[src/common/adcsq_defines.svh]
`ifndef ADCSQ_DEFINES_SVH
`define ADCSQ_DEFINES_SVH

// register word addresses (byte address = index * 4)
`define ADCSQ_IDX_INSEL     3'h0
`define ADCSQ_IDX_CTRL      3'h1
`define ADCSQ_IDX_RESLO     3'h2
`define ADCSQ_IDX_RESHI     3'h3
`define ADCSQ_IDX_TRIGSEL   3'h4
`define ADCSQ_IDX_SYSCTL    3'h5

// input select fields
`define ADCSQ_REF_MSB       7
`define ADCSQ_REF_LSB       6
`define ADCSQ_LADJ_BIT      5
`define ADCSQ_MUX_MSB       4
`define ADCSQ_MUX_LSB       0

// control/status fields
`define ADCSQ_EN_BIT        7
`define ADCSQ_START_BIT     6
`define ADCSQ_ATE_BIT       5
`define ADCSQ_DONE_BIT      4
`define ADCSQ_DIE_BIT       3
`define ADCSQ_PS_MSB        2
`define ADCSQ_PS_LSB        0

// trigger select field
`define ADCSQ_TS_MSB        7
`define ADCSQ_TS_LSB        5

// system control bits: global interrupt enable, vector acknowledge
`define ADCSQ_GIE_BIT       0
`define ADCSQ_VACK_BIT      1

`define ADCSQ_RESET_BYTE    8'h00
`define ADCSQ_FIRST_CYCLES  5'h19
`define ADCSQ_NORM_CYCLES   5'h0d
`define ADCSQ_TS_FREE       3'h0

`endif

[src/common/adcsq_pkg.sv]
package adcsq_pkg;
    typedef enum logic [1:0] {
        ADCSQ_REF_EXT_PIN,
        ADCSQ_REF_ANALOG_SUPPLY,
        ADCSQ_REF_RESERVED,
        ADCSQ_REF_INT_2V56
    } adcsq_ref_e;

    typedef enum logic [1:0] {
        ADCSQ_GAIN_1X,
        ADCSQ_GAIN_10X,
        ADCSQ_GAIN_200X,
        ADCSQ_GAIN_NONE
    } adcsq_gain_e;

    typedef enum {
        ADCSQ_IDLE,
        ADCSQ_CONV
    } adcsq_state_e;
endpackage : adcsq_pkg

[src/core/adcsq_prescaler.sv]
`timescale 1ns/1ps
`include "adcsq_defines.svh"

module adcsq_prescaler (
    input  wire logic       clk_i,
    input  wire logic       rst_n_i,
    input  wire logic       run_i,
    input  wire logic [2:0] div_sel_i,
    output logic            tick_o
);
    logic [6:0] cnt_reg;
    logic [6:0] cnt_next;
    logic       tick_reg;
    logic       tick_next;
    logic [6:0] limit;

    always_comb begin
        case (div_sel_i)
            3'h0, 3'h1: limit = 7'h01;
            default:    limit = 7'((8'h01 << div_sel_i) - 8'h01);
        endcase
        cnt_next  = cnt_reg;
        tick_next = 1'b0;
        if (!run_i) begin
            cnt_next = 7'h00;
        end else if (cnt_reg >= limit) begin
            cnt_next  = 7'h00;
            tick_next = 1'b1;
        end else begin
            cnt_next = cnt_reg + 7'h01;
        end
    end

    always_ff @(posedge clk_i or negedge rst_n_i) begin
        if (!rst_n_i) begin
            cnt_reg  <= 7'h00;
            tick_reg <= 1'b0;
        end else begin
            cnt_reg  <= cnt_next;
            tick_reg <= tick_next;
        end
    end

    assign tick_o = tick_reg;
endmodule : adcsq_prescaler

[src/core/adcsq_control.sv]
// Summary of operation
// - reference field picks external, supply or 2.56V
// - reference and input changes wait for the next conversion start
// - bit 5 set left-adjusts the result
// - left-adjust change shows at once
// - codes 0-7 single inputs, bandgap, ground
// - 10x and 200x differential pair codes
// - 1x pairs, negative input 1 or 2
// - enable on; disable aborts running conversion
// - start write begins single or first conversion
// - first conversion 25 cycles, then 13
// - start reads one while busy; zero ignored
// - auto-trigger starts on selected source rising edge
// - done sets at conversion end, also when a low byte read holds the result
// - done cleared by vector or writing one
// - interrupt when done, enable and global set
// - prescaler divides clock by 2 to 128
// - trigger field selects free running or sources
// - low byte read locks result until high read
// - differential results are two's complement
//
// Implementation choices: the address map and register access over Wishbone.
`timescale 1ns/1ps
`include "adcsq_defines.svh"

module adcsq_control #(
    parameter int RES_W = 10
) (
    input  wire logic             CLK_I,
    input  wire logic             RESET_N_I,
    input  wire logic             CYC_I,
    input  wire logic             STB_I,
    input  wire logic             WE_I,
    input  wire logic [4:0]       ADR_I,
    input  wire logic [3:0]       SEL_I,
    input  wire logic [31:0]      DAT_I,
    output logic      [31:0]      DAT_O,
    output logic                  ACK_O,
    input  wire logic [6:0]       TRIG_SOURCES_I,
    input  wire logic [RES_W-1:0] CONV_CODE_I,
    output logic                  CONV_SAMPLE_O,
    output logic                  CONV_POWER_O,
    output logic      [1:0]       REFERENCE_SELECT_O,
    output logic      [3:0]       POS_INPUT_O,
    output logic      [1:0]       NEG_INPUT_O,
    output logic      [1:0]       GAIN_O,
    output logic                  DIFFERENTIAL_O,
    output logic                  BANDGAP_SEL_O,
    output logic                  GROUND_SEL_O,
    output logic                  DONE_IRQ_O
);
    logic rst_s1_reg;
    logic rst_n;

    always_ff @(posedge CLK_I or negedge RESET_N_I) begin
        if (!RESET_N_I) begin
            rst_s1_reg <= 1'b0;
            rst_n      <= 1'b0;
        end else begin
            rst_s1_reg <= 1'b1;
            rst_n      <= rst_s1_reg;
        end
    end

    // bus decode
    logic       bus_req;
    logic       wr_en;
    logic       rd_en;
    logic [2:0] idx;
    assign bus_req = CYC_I && STB_I && !ACK_O;
    assign wr_en   = bus_req && WE_I && SEL_I[0];
    assign rd_en   = bus_req && !WE_I;
    assign idx     = ADR_I[4:2];

    // channel decode, pure function of the latched select code
    function automatic logic [10:0] mux_decode(input logic [4:0] code);
        logic [3:0] pos;
        logic [1:0] neg;
        logic [1:0] gain;
        logic       diff;
        logic       bg;
        logic       gnd;
        pos  = 4'h0;
        neg  = 2'h0;
        gain = adcsq_pkg::ADCSQ_GAIN_NONE;
        diff = 1'b0;
        bg   = 1'b0;
        gnd  = 1'b0;
        if (code[4:3] == 2'h0) begin
            pos = {1'b0, code[2:0]};
        end else if (code[4:3] == 2'h1) begin
            diff = 1'b1;
            pos  = {2'h0, code[2], code[0]};
            neg  = {code[2], 1'b0};
            gain = code[1] ? adcsq_pkg::ADCSQ_GAIN_200X : adcsq_pkg::ADCSQ_GAIN_10X;
        end else if (code == 5'h1e) begin
            bg = 1'b1;
        end else if (code == 5'h1f) begin
            gnd = 1'b1;
        end else begin
            diff = 1'b1;
            pos  = {1'b0, code[2:0]};
            neg  = code[3] ? 2'h2 : 2'h1;
            gain = adcsq_pkg::ADCSQ_GAIN_1X;
        end
        return {pos, neg, gain, diff, bg, gnd};
    endfunction : mux_decode

    // register state
    logic [7:0]       insel_reg,   insel_next;
    logic [7:0]       active_reg,  active_next;
    logic             en_reg,      en_next;
    logic             ate_reg,     ate_next;
    logic             done_reg,    done_next;
    logic             die_reg,     die_next;
    logic [2:0]       ps_reg,      ps_next;
    logic [2:0]       ts_reg,      ts_next;
    logic             gie_reg,     gie_next;
    logic             first_reg,   first_next;
    logic [RES_W-1:0] result_reg,  result_next;
    logic             locked_reg,  locked_next;
    logic [4:0]       cycles_reg,  cycles_next;
    logic             trig_d_reg,  trig_d_next;
    adcsq_pkg::adcsq_state_e state_reg, state_next;
    logic [31:0]      dat_next;
    logic             irq_next;
    logic             sample_next;
    logic             tick;
    logic             trig_now;
    logic             start_req;
    logic [15:0]      adj;

    adcsq_prescaler u_prescaler (
        .clk_i     (CLK_I),
        .rst_n_i   (rst_n),
        .run_i     (en_reg),
        .div_sel_i (ps_reg),
        .tick_o    (tick)
    );

    // free running restarts at completion; switching into it must not fire an edge
    assign trig_now = (ts_reg == `ADCSQ_TS_FREE) ? 1'b0 : TRIG_SOURCES_I[ts_reg - 3'h1];

    // presentation follows the live left-adjust bit
    assign adj = insel_reg[`ADCSQ_LADJ_BIT] ? {result_reg, 6'h00}
                                              : {6'h00, result_reg};

    always_comb begin
        insel_next  = insel_reg;
        active_next = active_reg;
        en_next     = en_reg;
        ate_next    = ate_reg;
        done_next   = done_reg;
        die_next    = die_reg;
        ps_next     = ps_reg;
        ts_next     = ts_reg;
        gie_next    = gie_reg;
        first_next  = first_reg;
        result_next = result_reg;
        locked_next = locked_reg;
        cycles_next = cycles_reg;
        state_next  = state_reg;
        trig_d_next = trig_now;
        sample_next = 1'b0;
        dat_next    = 32'h0000_0000;
        start_req   = 1'b0;

        if (wr_en) begin
            case (idx)
                `ADCSQ_IDX_INSEL: insel_next = DAT_I[7:0];
                `ADCSQ_IDX_CTRL: begin
                    en_next  = DAT_I[`ADCSQ_EN_BIT];
                    ate_next = DAT_I[`ADCSQ_ATE_BIT];
                    die_next = DAT_I[`ADCSQ_DIE_BIT];
                    ps_next  = DAT_I[`ADCSQ_PS_MSB:`ADCSQ_PS_LSB];
                    if (DAT_I[`ADCSQ_DONE_BIT]) begin
                        done_next = 1'b0;
                    end
                    if (DAT_I[`ADCSQ_START_BIT] && DAT_I[`ADCSQ_EN_BIT]) begin
                        start_req = 1'b1;
                    end
                    if (DAT_I[`ADCSQ_EN_BIT] && !en_reg) begin
                        first_next = 1'b1;
                    end
                end
                `ADCSQ_IDX_TRIGSEL: ts_next = DAT_I[`ADCSQ_TS_MSB:`ADCSQ_TS_LSB];
                `ADCSQ_IDX_SYSCTL: begin
                    gie_next = DAT_I[`ADCSQ_GIE_BIT];
                    if (DAT_I[`ADCSQ_VACK_BIT]) begin
                        done_next = 1'b0;
                    end
                end
                default: ;
            endcase
        end

        // auto trigger on rising edge of selected source
        if (ate_reg && en_reg && trig_now && !trig_d_reg) begin
            start_req = 1'b1;
        end

        if (rd_en) begin
            case (idx)
                `ADCSQ_IDX_INSEL: dat_next = {24'h0, insel_reg};
                `ADCSQ_IDX_CTRL: dat_next = {24'h0, en_reg,
                    (state_reg == adcsq_pkg::ADCSQ_CONV),
                    ate_reg, done_reg, die_reg, ps_reg};
                `ADCSQ_IDX_RESLO: begin
                    dat_next    = {24'h0, adj[7:0]};
                    locked_next = 1'b1;
                end
                `ADCSQ_IDX_RESHI: begin
                    dat_next    = {24'h0, adj[15:8]};
                    locked_next = 1'b0;
                end
                `ADCSQ_IDX_TRIGSEL: dat_next = {24'h0, ts_reg, 5'h00};
                `ADCSQ_IDX_SYSCTL: dat_next = {31'h0, gie_reg};
                default: dat_next = 32'h0000_0000;
            endcase
        end

        case (state_reg)
            adcsq_pkg::ADCSQ_IDLE: begin
                if (start_req && (en_next)) begin
                    active_next = insel_next;
                    cycles_next = first_next ? `ADCSQ_FIRST_CYCLES
                                             : `ADCSQ_NORM_CYCLES;
                    first_next  = 1'b0;
                    sample_next = 1'b1;
                    state_next  = adcsq_pkg::ADCSQ_CONV;
                end
            end
            adcsq_pkg::ADCSQ_CONV: begin
                if (!en_next) begin
                    state_next = adcsq_pkg::ADCSQ_IDLE;
                end else if (tick) begin
                    if (cycles_reg == 5'h01) begin
                        if (!locked_next) begin
                            result_next = CONV_CODE_I;
                        end
                        done_next  = 1'b1;
                        state_next = adcsq_pkg::ADCSQ_IDLE;
                        // free running: next conversion follows directly
                        if (ate_reg && ts_reg == `ADCSQ_TS_FREE) begin
                            active_next = insel_next;
                            cycles_next = `ADCSQ_NORM_CYCLES;
                            sample_next = 1'b1;
                            state_next  = adcsq_pkg::ADCSQ_CONV;
                        end
                    end else begin
                        cycles_next = cycles_reg - 5'h01;
                    end
                end
            end
            default: state_next = adcsq_pkg::ADCSQ_IDLE;
        endcase

        irq_next = done_next && die_next && gie_next;
    end

    always_ff @(posedge CLK_I or negedge rst_n) begin
        if (!rst_n) begin
            insel_reg     <= `ADCSQ_RESET_BYTE;
            active_reg    <= `ADCSQ_RESET_BYTE;
            en_reg        <= 1'b0;
            ate_reg       <= 1'b0;
            done_reg      <= 1'b0;
            die_reg       <= 1'b0;
            ps_reg        <= 3'h0;
            ts_reg        <= 3'h0;
            gie_reg       <= 1'b0;
            first_reg     <= 1'b0;
            result_reg    <= '0;
            locked_reg    <= 1'b0;
            cycles_reg    <= 5'h00;
            trig_d_reg    <= 1'b0;
            state_reg     <= adcsq_pkg::ADCSQ_IDLE;
            DAT_O         <= 32'h0000_0000;
            ACK_O         <= 1'b0;
            DONE_IRQ_O    <= 1'b0;
            CONV_SAMPLE_O <= 1'b0;
        end else begin
            insel_reg     <= insel_next;
            active_reg    <= active_next;
            en_reg        <= en_next;
            ate_reg       <= ate_next;
            done_reg      <= done_next;
            die_reg       <= die_next;
            ps_reg        <= ps_next;
            ts_reg        <= ts_next;
            gie_reg       <= gie_next;
            first_reg     <= first_next;
            result_reg    <= result_next;
            locked_reg    <= locked_next;
            cycles_reg    <= cycles_next;
            trig_d_reg    <= trig_d_next;
            state_reg     <= state_next;
            DAT_O         <= dat_next;
            ACK_O         <= bus_req;
            DONE_IRQ_O    <= irq_next;
            CONV_SAMPLE_O <= sample_next;
        end
    end

    // analog selects come from the copy latched at conversion start
    logic [10:0] dec_next;
    assign dec_next = mux_decode(active_next[`ADCSQ_MUX_MSB:`ADCSQ_MUX_LSB]);

    always_ff @(posedge CLK_I or negedge rst_n) begin
        if (!rst_n) begin
            CONV_POWER_O       <= 1'b0;
            REFERENCE_SELECT_O <= 2'h0;
            POS_INPUT_O        <= 4'h0;
            NEG_INPUT_O        <= 2'h0;
            GAIN_O             <= 2'h3;
            DIFFERENTIAL_O     <= 1'b0;
            BANDGAP_SEL_O      <= 1'b0;
            GROUND_SEL_O       <= 1'b0;
        end else begin
            CONV_POWER_O       <= en_next;
            REFERENCE_SELECT_O <= active_next[`ADCSQ_REF_MSB:`ADCSQ_REF_LSB];
            POS_INPUT_O        <= dec_next[10:7];
            NEG_INPUT_O        <= dec_next[6:5];
            GAIN_O             <= dec_next[4:3];
            DIFFERENTIAL_O     <= dec_next[2];
            BANDGAP_SEL_O      <= dec_next[1];
            GROUND_SEL_O       <= dec_next[0];
        end
    end
endmodule : adcsq_control

[config.mk]
export PLATFORM = sky130hd
export DESIGN_NAME = adcsq_control
export DESIGN_NICKNAME = d
export VERILOG_FILES = /design/src/common/adcsq_pkg.sv /design/src/core/adcsq_prescaler.sv /design/src/core/adcsq_control.sv
export VERILOG_INCLUDE_DIRS = /design/src /design/src/common
export SDC_FILE = /design/constraint.sdc
export NUM_CORES = 1
export LEC_CHECK = 0
export ABC_AREA = 1
export ABC_CLOCK_PERIOD_IN_PS = 2400
export BUFFER_PORTS_ARGS = -buffer_cell sky130_fd_sc_hd__buf_2
export CAP_MARGIN = 15
export CORE_MARGIN = 1.5
export CORE_UTILIZATION = 48
export DETAILED_ROUTE_END_ITERATION = 8
export HOLD_SLACK_MARGIN = 0.1
export PLACE_DENSITY_LB_ADDON = 0.05
export SLEW_MARGIN = 20
export SYNTH_ARGS = -nofsm -noshare
export SYNTH_HDL_FRONTEND = slang
export SYNTH_SLANG_ARGS = --single-unit
[constraint.sdc]
create_clock -name CLK_I -period 2.4 [get_ports CLK_I]
set_input_delay 0.36 -clock CLK_I [delete_from_list [all_inputs] [get_ports CLK_I]]
set_output_delay 0.36 -clock CLK_I [all_outputs]
set_load 0.1 [all_outputs]
==> impl_table.tex <==
\begin{tabular}{lr}
\hline
Metric & Value \\
\hline
\multicolumn{2}{l}{\textbf{Run status}} \\
\quad Outcome & complete, no violations \\
\multicolumn{2}{l}{\textbf{STA}} \\
\quad Worst-Margin Slew & 550 ps \\
\quad Final setup fails & 0 \\
\quad Final Hold Fails & 0 \\
\quad Slew margin rel. & 0.631 \\
\quad Total negative setup slack & 0 ps \\
\quad Setup skew after layout & 11.8 ps \\
\quad Achievable clock frequency & 0.448 GHz \\
\quad Pins over their slew limit & 0 \\
\quad Min cycle time layout & 2230 ps \\
\quad Final setup slack of the worst path & 166 ps \\
\quad Final cycle utilization of the critical path & 0.931 \\
\quad Post-route worst hold slack & 232 ps \\
\multicolumn{2}{l}{\textbf{Critical path}} \\
\quad Largest fanout of any net on the critical path & 9 \\
\quad Worst endpoint required time & 2610 ps \\
\quad Worst path max stage delay & 420 ps \\
\quad Critical path launch point type & flip-flop \\
\quad Crit path kind & flip-flop to flip-flop \\
\quad Nature of the critical path endpoint & flip-flop \\
\quad Number of buffers and inverters on the critical path & 2 \\
\quad Kind of cell adding the most delay to the critical path & simple AND/OR/NAND/NOR gates \\
\quad Most repeated library cell on the critical path & nand2\_1 \\
\quad Library cell contributing the largest single delay on the critical path & dfrtp\_2 \\
\quad Reg2Reg Setup Slack & 170 ps \\
\quad R2R cell count & 13 \\
\quad Worst reg2reg path startpoint & ts\_reg[0] \\
\quad Signal arrival time at the worst endpoint & 2450 ps \\
\quad List of cells traversed by the critical path & clkinvlp\_4 > ha\_4 > inv\_1 > nand2\_1 > nand3\_1 > nand2\_1 > nand4\_1 > nand2\_1 > nand3\_4 > a21oi\_1 > o21ai\_1 > nand2\_1 > o21ai\_0 \\
\quad FF-to-FF End & cycles\_reg[0] \\
\multicolumn{2}{l}{\textbf{Yosys}} \\
\quad Asr flop ratio synth & 1.00 \\
\quad Post-Syn Area & 0.00406 sq mm \\
\quad Synth Flop Type & dfrtp\_1 \\
\quad Mux share of post-synthesis cell area & 0.0249 \\
\quad Combinational family with the most area after synthesis & simple AND/OR/NAND/NOR gates \\
\quad Adder-Cell Fraction of Synth Area & 0.0400 \\
\quad Synthesized-area fraction occupied by and/or/nand/nor cells & 0.239 \\
\quad Syn Area/Cell & 8.78 sq um \\
\quad Synthesized instance count & 463 \\
\quad Distinct cell type count after synthesis & 46 \\
\quad Post-synth EDFFs & 0 \\
\quad Post-synthesis register bit count & 76 \\
\quad XOR/XNOR Fraction of Synth Area & 0.0172 \\
\quad Post-synthesis compound-gate area fraction & 0.0893 \\
\quad Sequential-to-total area share from yosys stat & 0.469 \\
\quad Total of warnings raised by yosys & 0 \\
\multicolumn{2}{l}{\textbf{Placed design}} \\
\quad Count of port buffers added during placement & 57 \\
\quad DP Worst Slack & 94.6 ps \\
\quad Post-DP HPWL & 6410 microns \\
\quad Final weighted congestion in routability-driven placement & 0.805 \\
\multicolumn{2}{l}{\textbf{Die}} \\
\quad Die boundary height & 95.0 microns \\
\quad Die Width & 95.0 microns \\
\quad Effective utilization at floorplan & 0.495 \\
\quad Rows & 33 \\
\quad Std-Cell Core Area & 0.00822 sq mm \\
\quad Count of boundary I/O pins & 112 \\
\quad Overall die area & 0.00903 sq mm \\
\multicolumn{2}{l}{\textbf{Global routing}} \\
\quad Via count of the first global-routing pass & 3,003 \\
\quad Antenna violations before repair & 0 \\
\quad Wire length of the first global-routing pass & 14,000 microns \\
\quad GRT overflow & 0 \\
\quad GRT Resource Usage Total & 0.203 \\
\quad Maximum number of pins on one net before global-route repair & 52 \\
\multicolumn{2}{l}{\textbf{Finish}} \\
\quad Post-layout utilization of the core & 0.575 \\
\quad Fraction of layout cells with a size suffix above 1 & 0.249 \\
\quad Combined flip-flop and latch cell area & 0.00191 sq mm \\
\quad Top library cells by usage in the layout, fill and taps aside & 91 x nand2\_1, 72 x dfrtp\_1, 58 x inv\_1 \\
\quad Fillers & 750 \\
\quad Commonest non-fill, non-tap cell in the layout & nand2\_1 \\
\quad Area of the multi-input gates & 0.00180 sq mm \\
\quad Area delta synth->final & 16.2\% \\
\quad Antenna diode count & 0 \\
\quad Net count, final & 617 \\
\quad Flip-flop count of the largest register, all copies and words added & 10 \\
\multicolumn{2}{l}{\textbf{CTS}} \\
\quad Number of sinks driven by the clock tree & 76 \\
\quad CTS tree & built \\
\quad Number of buffers between clock root and the deepest sink & 2 \\
\quad Cts bufs inserted & 9 \\
\quad Worst-Skew Late Latency & 350 ps \\
\quad Clk pin slew, worst setup/hold paths & 90 ps \\
\quad Cell at the root of the clock tree & clkbuf\_8 \\
\quad Depth of the CTS H-tree & 3 \\
\multicolumn{2}{l}{\textbf{Routing}} \\
\quad Number of routed nets with antenna violations & 0 \\
\quad Aggregate routed wire length & 8520 microns \\
\quad Number of vias after detailed routing & 3,202 \\
\quad WL per Instance & 13.1 microns \\
\quad DR iter-0 viols & 74 \\
\quad Number of vias per cell after detailed routing & 4.92 \\
\quad First drt pass iteration count & 4 \\
\quad Remaining design rule violation count & 0 \\
\multicolumn{2}{l}{\textbf{Power}} \\
\quad Static Leak & 2.48 nW \\
\quad Worst vdd rail ir drop & 0.950 mV \\
\quad PD cells & 1040 mW/mm\^{}2 \\
\quad Post-layout total power & 4.90 mW \\
\multicolumn{2}{l}{\textbf{Min path}} \\
\quad Worst hold path class & input port to flip-flop \\
\quad Worst hold stages & 2 \\
\quad Min-Delay Endpoint & result\_reg[1] \\
\quad Origin of the worst min-delay path & CONV\_CODE\_I[1] \\
\multicolumn{2}{l}{\textbf{Run}} \\
\quad MaxCap Viol Count & 0 \\
\hline
\end{tabular}
[stage by stage]
stage,cell area [sq um],instances
floorplan,4160,488
CTS,4660,648
global route,4720,651
detailed placement,4440,631
finish,4720,651
global placement,4440,631
[area by class of cell]
cell class,instances,area share
clock buffer,9,0.0262
sequential,76,0.404
multi-input combinational,315,0.382
timing repair buffer,73,0.0890
tap,105,0.0278
inverter,66,0.0538
clock inverter,7,0.0172
[worst max path at each step]
stage	startpoint	end	slack [ps]	cells past startpoint
after floorplan	CONV_POWER_O	cycles_reg[0]	30	9
after global placement	ts_reg[0]	cycles_reg[3]	140	13
after detailed placement	ts_reg[0]	cycles_reg[0]	90	13
after CTS	ts_reg[0]	cycles_reg[0]	80	13
after global routing	ts_reg[0]	cycles_reg[2]	-10	13
final	ts_reg[0]	cycles_reg[0]	170	13
[cell usage after synthesis (3+ instances only)]
library cell   n  area share
nor3_1         8      0.0099
nor2_1        35       0.032
nand2_1       91       0.084
inv_1         59       0.054
buf_4         27       0.050
inv_2          4      0.0037
a21oi_1       14       0.017
nand3_1       27       0.033
nand3_2        4      0.0099
nand2_4        3      0.0083
xor2_1         6       0.013
ha_1          13       0.040
a221oi_1       4      0.0086
o22ai_1        7       0.011
mux2_2         9       0.025
nand2_2        7       0.011
nor2_2         3      0.0046
o21ai_0       26       0.032
dfrtp_1       74        0.46
nand4_1        8       0.012
[what timing repair did]
action / CTS / global route
hold buffers: 1 / 0
setup buffers: 0 / 3
endpoints found under the hold margin: 2 / 0
setup endpoints to repair: 0 / 14
resized for setup: 0 / 7
[logic make-up after synthesis]
| group | Yosys count |
|---|---|
| flops | 76 |
| buf+inv | 97 |
| xor+xnor | 8 |
| fa+ha+maj | 13 |
| simple gates | 197 |
| compound gates | 61 |
| mux | 9 |
| other cells | 2 |
[where the power goes]
group / internal (mW) / switching [mW]
clock: 0.497 / 0.530
sequential: 1.57 / 0.211
combinational: 0.534 / 1.55
total: 2.60 / 2.29
[per-layer routing]
metal  share of wire  wire length, microns  up-vias  GRT usage
met5               0                     0        -          0
met1            0.46                  3950     1496      0.264
met2            0.47                  4030       86      0.333
li1                -                     -     1606          -
met3           0.045                   379       14     0.0439
met4           0.019                   158        0     0.0721
[worst reg2reg max path: stages, from the launching register on]
cell and delay (ps):
dfrtp_2 420, clkinvlp_4 150, ha_4 290, inv_1 50, nand2_1 60, nand3_1 80
nand2_1 90, nand4_1 90, nand2_1 110, nand3_4 130, a21oi_1 200, o21ai_1 230
nand2_1 110, o21ai_0 90
No activity file was read; power rests on OpenSTA's default activity.
